**config.mk**
```make
export PLATFORM = sky130hd
export DESIGN_NAME = strbc_core
export DESIGN_NICKNAME = d
export VERILOG_FILES = /design/src/common/strbc_pkg.sv /design/src/hdl/strbc_core.sv
export VERILOG_INCLUDE_DIRS = /design/src /design/src/common
export SDC_FILE = /design/constraint.sdc
export NUM_CORES = 1
export LEC_CHECK = 0
export ABC_AREA = 1
export BUFFER_PORTS_ARGS = -buffer_cell sky130_fd_sc_hd__buf_2
export CAP_MARGIN = 20
export CELL_PAD_IN_SITES_DETAIL_PLACEMENT = 0
export CELL_PAD_IN_SITES_GLOBAL_PLACEMENT = 1
export CORE_MARGIN = 4
export CORE_UTILIZATION = 30
export CTS_CLUSTER_DIAMETER = 40
export DETAILED_ROUTE_END_ITERATION = 6
export PLACE_DENSITY = 0.58
export RECOVER_POWER = 100
export SYNTH_ARGS = -nofsm -noshare
export SYNTH_HDL_FRONTEND = slang
export SYNTH_SLANG_ARGS = --single-unit
```
**constraint.sdc**
```tcl
create_clock -name core_clk -period 5.2 [get_ports core_clk]
set_input_delay 0.52 -clock core_clk [delete_from_list [all_inputs] [get_ports core_clk]]
set_output_delay 0.52 -clock core_clk [all_outputs]
set_load 0.005 [all_outputs]
```
**src/common/strbc_defs.svh**
```systemverilog
// register map, field positions, reset values and timing constants of the serial core
`ifndef STRBC_DEFS_SVH
`define STRBC_DEFS_SVH

// byte offsets on the register bus
`define SB_OFS_CMD      8'h00
`define SB_OFS_MODE     8'h04
`define SB_OFS_DIV      8'h08
`define SB_OFS_RATIO    8'h0C
`define SB_OFS_STATUS   8'h10
`define SB_OFS_THR      8'h14
`define SB_OFS_RHR      8'h18

// command register bits
`define SB_CMD_RXRST    2
`define SB_CMD_TXRST    3
`define SB_CMD_RECEIVER_ENABLE_CMD     4
`define SB_CMD_RECEIVER_DISABLE_CMD    5
`define SB_CMD_TRANSMITTER_ENABLE_CMD     6
`define SB_CMD_TRANSMITTER_DISABLE_CMD    7

// mode register fields
`define SB_MR_USMODE    3:0
`define SB_MR_SRC       5:4
`define SB_MR_CHAR_LENGTH_FIELD      7:6
`define SB_MR_SYNC      8
`define SB_MR_PAR       11:9
`define SB_MR_STOP      13:12
`define SB_MR_BIT_ORDER_SELECT      16
`define SB_MR_NINE      17
`define SB_MR_CLOCK_OUTPUT_ENABLE      18
`define SB_MR_OVER      19
`define SB_MR_MASK      32'h000F3FFF

// field encodings
`define SB_USMODE_ISO   4'h4
`define SB_SRC_MCK      2'h0
`define SB_SRC_DIV      2'h1
`define SB_SRC_EXT      2'h3
`define SB_PAR_EVEN     3'h0
`define SB_PAR_ODD      3'h1
`define SB_PAR_SPACE    3'h2
`define SB_PAR_MARK     3'h3
`define SB_PAR_NONE     3'h4
`define SB_STOP_1P5     2'h1
`define SB_STOP_2       2'h2

// status register bits
`define SB_ST_RECEIVE_READY_FLAG     0
`define SB_ST_HOLDING_EMPTY_FLAG     1
`define SB_ST_ALL_SENT_FLAG   9

// reset values and timing
`define SB_RATIO_RST    11'h174
`define SB_PRE_MAX      3'h7
`define SB_OVS16        12'h010
`define SB_OVS8         12'h008
`define SB_SYNC_LEN     12'h001
`define SB_LEN_MIN      4'h5
`define SB_LEN_NINE     4'h9

`endif

```
**src/common/strbc_pkg.sv**
```systemverilog
// types shared by the serial transmit/receive core
package strbc_pkg;

  typedef enum logic [2:0] {
    TX_IDLE  = 3'b000,
    TX_START = 3'b001,
    TX_DATA  = 3'b011,
    TX_PAR   = 3'b010,
    TX_STOP  = 3'b110
  } strbc_tx_e;

  typedef enum logic [1:0] {
    RX_HUNT = 2'b00,
    RX_DATA = 2'b01,
    RX_PAR  = 2'b11,
    RX_STOP = 2'b10
  } strbc_rx_e;

  typedef struct packed {
    logic [31:0] modeReg;
    logic [15:0] divisor;
    logic [10:0] ratio;
    logic        transmitter_enable_cmd;
    logic        receiver_enable_cmd;
    logic        txDisPend;
    logic        rxDisPend;
    logic [2:0]  preCnt;
    logic [15:0] divCnt;
    logic        sckPrev;
    logic        sckOut;
    logic        sckOe;
    strbc_tx_e   txState;
    logic [11:0] txCnt;
    logic [3:0]  txIdx;
    logic [8:0]  txData;
    logic [8:0]  thr;
    logic        thrFull;
    logic        txd;
    strbc_rx_e   rxState;
    logic [11:0] rxCnt;
    logic [3:0]  rxIdx;
    logic [8:0]  rxShift;
    logic [8:0]  rhr;
    logic        rxReady;
    logic        waitReq;
    logic [31:0] rdata;
  } strbc_state_s;

endpackage : strbc_pkg

```
**src/hdl/strbc_core.sv**
```systemverilog
// serial transmit/receive engine with baud generation and Avalon-MM register slave
`timescale 1ns/1ps
`include "strbc_defs.svh"

// Functional notes
// - sync mode bit clock is source divided by divisor
// - sync with external source uses clock pin directly
// - divided clock duty near 50:50 on pin
// - card mode divides source, optional clock output
// - card bit time divides card clock by ratio
// - ratio field resets to 372
// - receiver and transmitter disabled after reset
// - soft reset halts direction, keeps configuration
// - receiver disable waits for character end
// - transmitter disable waits for holding and shift
// - frame start, data, parity, stop on falling edges
// - nine-bit select overrides character length
// - bit order select one sends MSB first
// - stop count honoured, one-and-half async only
// - holding moves to shifter, holding empty flag rises
// - transmit flags low when disabled, full writes discarded
// - async receiver oversamples by sixteen or eight
// - start after half-bit lows, then bit spacing
// - receiver checks one stop, hunts immediately
// - divisor zero stops clock, one bypasses
// - async sampling clock divided to bit rate
// - finished character goes to holding, ready flag
module strbc_core
  import strbc_pkg::*;
(
  // clock and reset
  input  wire logic        core_clk,
  input  wire logic        rst_n,
  // Avalon-MM slave
  input  wire logic [7:0]  address,
  input  wire logic        read,
  input  wire logic        write,
  input  wire logic [31:0] writedata,
  input  wire logic [3:0]  byteenable,
  output logic      [31:0] readdata,
  output logic             waitrequest,
  // serial line
  input  wire logic        sckIn,
  output logic             sckOut,
  output logic             sckOe,
  input  wire logic        rxd,
  output logic             txd
);

  function automatic logic [3:0] bitPos(input logic [3:0] idx, input logic [3:0] len,
                                        input logic msb);
    bitPos = msb ? 4'(len - 4'h1 - idx) : idx;
  endfunction : bitPos
  function automatic logic [8:0] lenMask(input logic [3:0] len);
    lenMask = 9'(~(10'h3FF << len));
  endfunction : lenMask
  function automatic logic [31:0] beMerge(input logic [31:0] old, input logic [31:0] wd,
                                          input logic [3:0] be);
    logic [31:0] m;
    m       = {{8{be[3]}}, {8{be[2]}}, {8{be[1]}}, {8{be[0]}}};
    beMerge = (wd & m) | (old & ~m);
  endfunction : beMerge

  // clock edge memory starts at the pin's idle level, so no false edge follows reset
  localparam strbc_state_s ST_RESET = '{
    ratio:   `SB_RATIO_RST,
    txState: TX_IDLE,
    rxState: RX_HUNT,
    txd:     1'b1,
    sckPrev: 1'b1,
    waitReq: 1'b1,
    default: '0
  };
  logic [1:0]   rstSync;
  logic         srstN;
  strbc_state_s s;
  strbc_state_s next_s;

  // reset released through two flops
  always_ff @(posedge core_clk or negedge rst_n)
  begin
    if (!rst_n)
      rstSync <= 2'b00;
    else
      rstSync <= {rstSync[0], 1'b1};
  end
  assign srstN = rstSync[1];

  // clock selection and baud derivation
  logic        isIso;
  logic        isSync;
  logic        extDirect;
  logic        extRise;
  logic        extFall;
  logic        srcTick;
  logic [15:0] cdHalf;
  logic        divWrap;
  logic        riseTick;
  logic        txTick;
  logic        rxTick;
  logic [11:0] bitLen;
  logic [11:0] halfLen;
  logic [11:0] stopLen;
  logic [11:0] txCurLen;
  logic [3:0]  dataLen;
  logic        parOn;
  logic        parBit;
  logic        holdingEmpty;
  logic        allSent;
  logic        acc;
  logic [31:0] rdMux;

  assign isIso     = s.modeReg[`SB_MR_USMODE] == `SB_USMODE_ISO;
  assign isSync    = s.modeReg[`SB_MR_SYNC] & ~isIso;
  assign extDirect = isSync & (s.modeReg[`SB_MR_SRC] == `SB_SRC_EXT);
  assign extRise   = sckIn & ~s.sckPrev;
  assign extFall   = ~sckIn & s.sckPrev;

  assign srcTick = (s.modeReg[`SB_MR_SRC] == `SB_SRC_DIV) ? (s.preCnt == `SB_PRE_MAX) :
                   (s.modeReg[`SB_MR_SRC] == `SB_SRC_EXT) ? extRise : 1'b1;

  // zero divisor never wraps, so no divider ticks; only the direct external clock still ticks
  assign cdHalf   = s.divisor >> 1;
  assign divWrap  = srcTick & (s.divisor != 16'h0000) &
                    (s.divCnt >= 16'(s.divisor - 16'h0001));
  assign riseTick = (s.divisor == 16'h0001) ? divWrap :
                    srcTick & (s.divisor != 16'h0000) &
                    (s.divCnt == 16'(cdHalf - 16'h0001));

  // sampling clock to bit length: oversampling, card ratio or one
  assign bitLen  = isIso ? {1'b0, s.ratio} :
                   isSync ? `SB_SYNC_LEN :
                   s.modeReg[`SB_MR_OVER] ? `SB_OVS8 : `SB_OVS16;
  assign halfLen = ((bitLen >> 1) == 12'h000) ? `SB_SYNC_LEN : (bitLen >> 1);
  assign txTick  = extDirect ? extFall : divWrap;
  assign rxTick  = extDirect ? extRise : isSync ? riseTick : divWrap;
  assign stopLen = (s.modeReg[`SB_MR_STOP] == `SB_STOP_2) ? 12'(bitLen << 1) :
                   (s.modeReg[`SB_MR_STOP] == `SB_STOP_1P5 && !isSync && !isIso) ?
                   12'(bitLen + (bitLen >> 1)) : bitLen;
  assign txCurLen = (s.txState == TX_STOP) ? stopLen : bitLen;

  assign dataLen = s.modeReg[`SB_MR_NINE] ? `SB_LEN_NINE :
                   4'(`SB_LEN_MIN + {2'b00, s.modeReg[`SB_MR_CHAR_LENGTH_FIELD]});
  assign parOn   = s.modeReg[`SB_MR_PAR] < `SB_PAR_NONE;
  assign parBit  = (s.modeReg[`SB_MR_PAR] == `SB_PAR_MARK) |
                   ((s.modeReg[`SB_MR_PAR] == `SB_PAR_EVEN) & ^(s.txData & lenMask(dataLen))) |
                   ((s.modeReg[`SB_MR_PAR] == `SB_PAR_ODD) & ~^(s.txData & lenMask(dataLen)));

  assign holdingEmpty = s.transmitter_enable_cmd & ~s.thrFull;
  assign allSent      = holdingEmpty & (s.txState == TX_IDLE);

  assign acc = (read | write) & ~s.waitReq;

  always_comb
  begin
    rdMux = 32'h00000000;
    unique case (address)
      `SB_OFS_MODE:   rdMux = s.modeReg;
      `SB_OFS_DIV:    rdMux = {16'h0000, s.divisor};
      `SB_OFS_RATIO:  rdMux = {21'h000000, s.ratio};
      `SB_OFS_RHR:    rdMux = {23'h000000, s.rhr};
      `SB_OFS_STATUS:
      begin
        rdMux[`SB_ST_RECEIVE_READY_FLAG]   = s.rxReady;
        rdMux[`SB_ST_HOLDING_EMPTY_FLAG]   = holdingEmpty;
        rdMux[`SB_ST_ALL_SENT_FLAG] = allSent;
      end
      default:        rdMux = 32'h00000000;
    endcase
  end

  always_comb
  begin
    logic loadNow;
    loadNow = 1'b0;
    next_s  = s;

    // bus slave: one wait cycle, then accepted
    if (s.waitReq && (read || write))
    begin
      next_s.waitReq = 1'b0;
      next_s.rdata   = rdMux;
    end
    else
      next_s.waitReq = 1'b1;

    if (acc && write)
    begin
      unique case (address)
        `SB_OFS_MODE:  next_s.modeReg = beMerge(s.modeReg, writedata, byteenable) & `SB_MR_MASK;
        `SB_OFS_DIV:   next_s.divisor = 16'(beMerge({16'h0000, s.divisor}, writedata,
                                                    byteenable));
        `SB_OFS_RATIO: next_s.ratio   = 11'(beMerge({21'h000000, s.ratio}, writedata,
                                                    byteenable));
        `SB_OFS_THR:
        begin
          if (holdingEmpty && byteenable[0])
          begin
            next_s.thr     = writedata[8:0];
            next_s.thrFull = 1'b1;
          end
        end
        `SB_OFS_CMD:
        begin
          if (byteenable[0])
          begin
            if (writedata[`SB_CMD_TRANSMITTER_ENABLE_CMD])
              next_s.transmitter_enable_cmd = 1'b1;
            if (writedata[`SB_CMD_RECEIVER_ENABLE_CMD])
              next_s.receiver_enable_cmd = 1'b1;
            if (writedata[`SB_CMD_TRANSMITTER_DISABLE_CMD] && s.transmitter_enable_cmd)
              next_s.txDisPend = 1'b1;
            if (writedata[`SB_CMD_RECEIVER_DISABLE_CMD] && s.receiver_enable_cmd)
              next_s.rxDisPend = 1'b1;
          end
        end
        default: ;
      endcase
    end
    // reading the holding register clears ready; a new character below wins
    if (acc && read && address == `SB_OFS_RHR)
      next_s.rxReady = 1'b0;

    // pre-divider and main divider
    next_s.preCnt  = 3'(s.preCnt + 3'h1);
    next_s.sckPrev = sckIn;
    if (s.divisor == 16'h0000)
      next_s.divCnt = 16'h0000;
    else if (divWrap)
      next_s.divCnt = 16'h0000;
    else if (srcTick)
      next_s.divCnt = 16'(s.divCnt + 16'h0001);
    // high half ends on the wrap, so the falling edge meets the tx tick
    next_s.sckOut = (s.divisor > 16'h0001) && (next_s.divCnt >= cdHalf);
    next_s.sckOe  = s.modeReg[`SB_MR_CLOCK_OUTPUT_ENABLE] &&
                    (s.modeReg[`SB_MR_SRC] != `SB_SRC_EXT);

    // transmitter
    if (!s.transmitter_enable_cmd)
    begin
      next_s.txState = TX_IDLE;
      next_s.txd     = 1'b1;
    end
    else if (txTick)
    begin
      if (s.txState == TX_IDLE)
        loadNow = s.thrFull;
      else if (s.txCnt != 12'(txCurLen - 12'h001))
        next_s.txCnt = 12'(s.txCnt + 12'h001);
      else
      begin
        next_s.txCnt = 12'h000;
        unique case (s.txState)
          TX_START:
          begin
            next_s.txState = TX_DATA;
            next_s.txIdx   = 4'h0;
            next_s.txd     = s.txData[bitPos(4'h0, dataLen, s.modeReg[`SB_MR_BIT_ORDER_SELECT])];
          end
          TX_DATA:
          begin
            if (s.txIdx == 4'(dataLen - 4'h1))
            begin
              next_s.txState = parOn ? TX_PAR : TX_STOP;
              next_s.txd     = parOn ? parBit : 1'b1;
            end
            else
            begin
              next_s.txIdx = 4'(s.txIdx + 4'h1);
              next_s.txd   = s.txData[bitPos(next_s.txIdx, dataLen,
                                             s.modeReg[`SB_MR_BIT_ORDER_SELECT])];
            end
          end
          TX_PAR:
          begin
            next_s.txState = TX_STOP;
            next_s.txd     = 1'b1;
          end
          TX_STOP:
          begin
            next_s.txState = TX_IDLE;
            loadNow        = s.thrFull; // back to back, no idle gap
          end
          default: next_s.txState = TX_IDLE;
        endcase
      end
      if (loadNow)
      begin
        next_s.txData  = s.thr & lenMask(dataLen);
        next_s.thrFull = 1'b0;
        next_s.txState = TX_START;
        next_s.txCnt   = 12'h000;
        next_s.txd     = 1'b0;
      end
    end
    // disable only once shifter and holding register are both empty
    if (next_s.txDisPend && next_s.txState == TX_IDLE && !next_s.thrFull)
    begin
      next_s.transmitter_enable_cmd      = 1'b0;
      next_s.txDisPend = 1'b0;
    end

    // receiver
    if (!s.receiver_enable_cmd)
    begin
      next_s.rxState = RX_HUNT;
      next_s.rxCnt   = 12'h000;
    end
    else if (rxTick)
    begin
      if (s.rxState == RX_HUNT)
      begin
        if (rxd)
          next_s.rxCnt = 12'h000;
        else if (12'(s.rxCnt + 12'h001) >= halfLen)
        begin
          next_s.rxState = RX_DATA;
          next_s.rxCnt   = 12'h000;
          next_s.rxIdx   = 4'h0;
          next_s.rxShift = 9'h000;
        end
        else
          next_s.rxCnt = 12'(s.rxCnt + 12'h001);
      end
      else if (s.rxCnt != 12'(bitLen - 12'h001))
        next_s.rxCnt = 12'(s.rxCnt + 12'h001);
      else
      begin
        next_s.rxCnt = 12'h000;
        unique case (s.rxState)
          RX_DATA:
          begin
            next_s.rxShift[bitPos(s.rxIdx, dataLen, s.modeReg[`SB_MR_BIT_ORDER_SELECT])] = rxd;
            if (s.rxIdx == 4'(dataLen - 4'h1))
              next_s.rxState = parOn ? RX_PAR : RX_STOP;
            else
              next_s.rxIdx = 4'(s.rxIdx + 4'h1);
          end
          RX_PAR:  next_s.rxState = RX_STOP;
          RX_STOP:
          begin
            next_s.rhr     = s.rxShift & lenMask(dataLen);
            next_s.rxReady = 1'b1;
            next_s.rxState = RX_HUNT;
          end
          default: next_s.rxState = RX_HUNT;
        endcase
      end
    end
    if (next_s.rxDisPend && next_s.rxState == RX_HUNT)
    begin
      next_s.receiver_enable_cmd      = 1'b0;
      next_s.rxDisPend = 1'b0;
    end

    // soft resets override everything in their direction
    if (acc && write && address == `SB_OFS_CMD && byteenable[0])
    begin
      if (writedata[`SB_CMD_TXRST])
      begin
        next_s.transmitter_enable_cmd      = 1'b0;
        next_s.txDisPend = 1'b0;
        next_s.thrFull   = 1'b0;
        next_s.txState   = TX_IDLE;
        next_s.txCnt     = 12'h000;
        next_s.txd       = 1'b1;
      end
      if (writedata[`SB_CMD_RXRST])
      begin
        next_s.receiver_enable_cmd      = 1'b0;
        next_s.rxDisPend = 1'b0;
        next_s.rxReady   = 1'b0;
        next_s.rxState   = RX_HUNT;
        next_s.rxCnt     = 12'h000;
      end
    end
  end

  always_ff @(posedge core_clk or negedge srstN)
  begin
    if (!srstN)
      s <= ST_RESET;
    else
      s <= next_s;
  end

  assign readdata    = s.rdata;
  assign waitrequest = s.waitReq;
  assign sckOut      = s.sckOut;
  assign sckOe       = s.sckOe;
  assign txd         = s.txd;

endmodule : strbc_core

```
# Word level (Yosys, flattened, before mapping)
# Cells that the tools add are included.
# op_classes
add_sub_neg,15
magnitude_cmp,9
n_eq_ne,33
n_shift,1
muxes,107
bitwise_logic,36
reduce_logical,43
# op_table
cell,n
2-to-1 mux 12 bit,7
2-to-1 mux 16 bit,4
2-to-1 mux 15 bit,3
2-to-1 mux 4 bit,11
2-to-1 mux 1 bit,41
bitwise AND 20 bit,2
2-to-1 mux 13 bit,3
2-to-1 mux 37 bit,1
2-to-1 mux 10 bit,3
case mux 10 bit (3 select lines),1
2-to-1 mux 14 bit,2
2-to-1 mux 28 bit,1
case mux 7 bit (4 select lines),1
bitwise AND 9 bit,3
2-to-1 mux 27 bit,1
2-to-1 mux 25 bit,1
"adder 12 x 1 -> 12 bit, second input constant",2
"== test 8 x 5 -> 1 bit, second input constant",3
!= test 12 bit,2
2-to-1 mux 23 bit,1
NOT 20 bit,1
bitwise OR 20 bit,1
2-to-1 mux 19 bit,1
logical AND 1 bit,17
other kinds (70),131
# totals
ff_bits,182
input_bits,50
out_inout_bits,36
wordCells,272

# Logic depth before layout (Yosys ltp)
# depth
ltp_word,24
ltp_mapped,36

# Worst setup path after synthesis
# Ideal clock, no wire load.
# synth_timing
path_type,register to register
from,register (tool-made name)
to,"register s, in the netlist sckOut"
arrival_ps,4559
path_slack_ps,526
stages_incl_launch_ff,33
n_path_buf,1
path_cell_list,dfrtp_1 inv_1 ha_1 nand3_1 nor2_1 nand2_1 nor2_1 nand2_1 xor2_1 ha_1 nand2_1 inv_1 nand3_1 nor3_1 nand2_1 a31o_2 nand2_1 clkbuf_1 nor2_1 ha_1 o21a_1 o21a_1 o21a_1 o21ai_0 a21oi_1 a211oi_1 o221ai_1 nand3_1 nand2_1 a21oi_1 nand2_1 nand3_1 inv_1
# synth_lines
element,line_no,source
"end signal, assigned",strbc_core.sv:384,s <= next_s;
"end, declared",strbc_core.sv:76,strbc_state_s s;

==> results_dict.tcl <==
set metrics [dict create \
    status "finished with violations" \
    ir_worst_vdd_uv 173 \
    layout.nets 1918 \
    min_path_type "primary input to register" \
    cap_violations 2 \
    grt_pass1_vias 10786 \
    fin_area_sq_um 14200 \
    antenna_found_initial 1 \
    drv_slew 203 \
    grt_pass1_wl_microns 62500 \
    place_congestion 0.865 \
    min_to "s[111]" \
    power.leakage_nw 7.17 \
    min_from "sckIn" \
    htree_levels 4 \
    drt-total-wl_microns 39500 \
    via_per_inst 4.79 \
    fillCellCount 4487 \
    hold_slack_ps 170 \
    grt_max_degree 169 \
    fin_setup_tns_ps 0 \
    cts-buffers-inserted 17 \
    final_cells 2331 \
    place_hpwl_microns 31000 \
    fmax_mhz 209 \
    vias 11154 \
    syn_inst 1725 \
    final_common_cell "nand2_1" \
    initial_utilization_pct 30.3 \
    place_ws_ps 194 \
    comb_power_share_pct 15.6 \
    clk_latency_ps 460 \
    yosysWarnings 0 \
    power_mw 3.36 \
    cts_buffer_depth 2 \
    p_sw_share_pct 31.1 \
    slowest_stage "dfrtp_1" \
    finalClockSkew_ps 14.4 \
    violations "max-capacitance violations, max-slew violations" \
    drc 0 \
    period_share_pct 92.1 \
    ant_nets 0 \
    clock_power_share_pct 42.0 \
    power_density_nw_per_um2 237 \
    cts_tree "built" \
    setup_viol 0 \
    yosysUniqueCellTypes 61 \
    syn_to_final_growth_pct 11.8 \
    die_h_microns 214 \
    path_clk_slew_ps 80 \
    r2r_slack_ps 410 \
    layout_common_cells "391 x nand2_1, 238 x inv_1, 161 x dfrtp_1" \
    p_int_mw 2.32 \
    placed_cell_area_sq_um 13500 \
    die_w_microns 214 \
    hold_viol 0 \
    reg2reg_to "sckOut" \
    synth_ff_type "dfrtp_1" \
    cp_common_cell "nand2_1" \
    wire_per_inst_microns 16.9 \
    slowest_delay_ps 420 \
    arrival_ps 5140 \
    track_usage_pct 17.7 \
    root_buffer "clkbuf_16" \
    portBuffers 60 \
    ys_seq_area_share_pct 33.6 \
    synth_edf_count 0 \
    p_seq_share_pct 42.4 \
    synth_area_sq_um 12700 \
    hold_depth 1 \
    drtIter0Drc 799 \
    ff2ff_path_depth 31 \
    crit_required_ps 5550 \
    die-area_sq_um 45600 \
    synthArstFlopShare_pct 100 \
    clock-sinks 170 \
    end_kind "register" \
    p_sw_mw 1.04 \
    core_sq_um 41900 \
    drt-pass1-iter-count 5 \
    placedCellCount 2297 \
    path_class "register to register" \
    drive_gt1_share_pct 10.3 \
    max_slew_margin_pct -167 \
    ios 86 \
    cp_max_fo 4 \
    setup_ws_ps 413 \
    postSynthAreaPerCell_sq_um 7.35 \
    ys_seq_elements 170 \
    rows 75 \
    grt.overflow.total 0 \
    worstMarginPinSlew_ps 4010 \
    period_minus_slack_ps 4790 \
    utilization_pct 33.8 \
    critPathLaunchType "register" \
]
[how the worst max path moves through the flow]
stage	startpoint	slack, ps	cells after the start	endpoint
2_1_floorplan	rstSync[1]	130	0	async pin
3_3_place_gp	register	250	34	sckOut
3_5_place_dp	register	190	34	sckOut
4_1_cts	register	150	34	sckOut
5_1_grt	register	-20	32	sckOut
6_report	register	410	31	sckOut
[synthesized netlist by cell type, drive strengths merged (25+ instances only)]
master  count  area (sq um)
nand2     403          1560
inv       249           935
dfrtp     162          4050
nor2      159           678
o21ai     138           713
nand3      92           498
ha         87          1090
a21oi      81           420
xor2       72           631
nor3       39           200
buf        37           283
clkbuf     26          97.6
nand4      25           163
o22ai      25           156
[power groups by stage]
stage,Sequential [mW],Combinational (mW),Clock [mW]
final,1.43,0.524,1.41
after global placement,1.45,0.513,0
after global routing,1.43,0.605,1.52
after CTS,1.43,0.520,1.46
after detailed placement,1.45,0.515,0
after floorplan,1.44,0.364,0
[critical path, delay by kind of cell, from the launching register on]
kind            cells  cell delay, ps
fa+ha+maj           3             780
xor+xnor            1             150
compound gates     11            1670
flops               1             420
buf+inv             5             430
simple gates       11            1240
[repair_timing]
| action | in CTS | in global routing |
|---|---|---|
| hold buffers | 1 | 0 |
| endpoints found under the setup margin | 0 | 1 |
| setup buffers | 0 | 0 |
| resized for setup | 0 | 12 |
| endpoints found under the hold margin | 2 | 0 |
[kinds of logic (layout without fill, tap and decap cells)]
kind of cell,Yosys count,count (layout),share of synthesized area (%)
AND/OR/NAND/NOR,744,744,25.9
AO/OA/AOI/OAI,309,309,14.1
flip-flops,170,170,33.6
buffers and inverters,314,369,10.4
multiplexers,3,3,0.267
other,2,14,0.0593
XOR/XNOR,93,93,6.43
adder cells (fa/ha/maj),90,90,9.06
[routing by layer]
layer | up-vias | GRT usage, % | wire, microns
met5 | - | 0 | 0
met4 | 0 | 3.40 | 337
met3 | 18 | 3.12 | 1490
met2 | 180 | 28.0 | 17800
met1 | 5248 | 25.6 | 19800
li1 | 5708 | - | -
[final cells by class]
| cell class | instances | area (sq um) | area share [%] |
|---|---|---|---|
| Sequential cell | 170 | 4270 | 30.1 |
| Clock inverter | 14 | 196 | 1.39 |
| Multi-Input combinational cell | 1252 | 7160 | 50.6 |
| Clock buffer | 18 | 439 | 3.10 |
| Inverter | 251 | 943 | 6.66 |
| Timing Repair Buffer | 86 | 478 | 3.37 |
| Tap cell | 539 | 674 | 4.76 |
| Antenna cell | 1 | 2.50 | 0.0177 |
(Power assumes the default switching activity.)
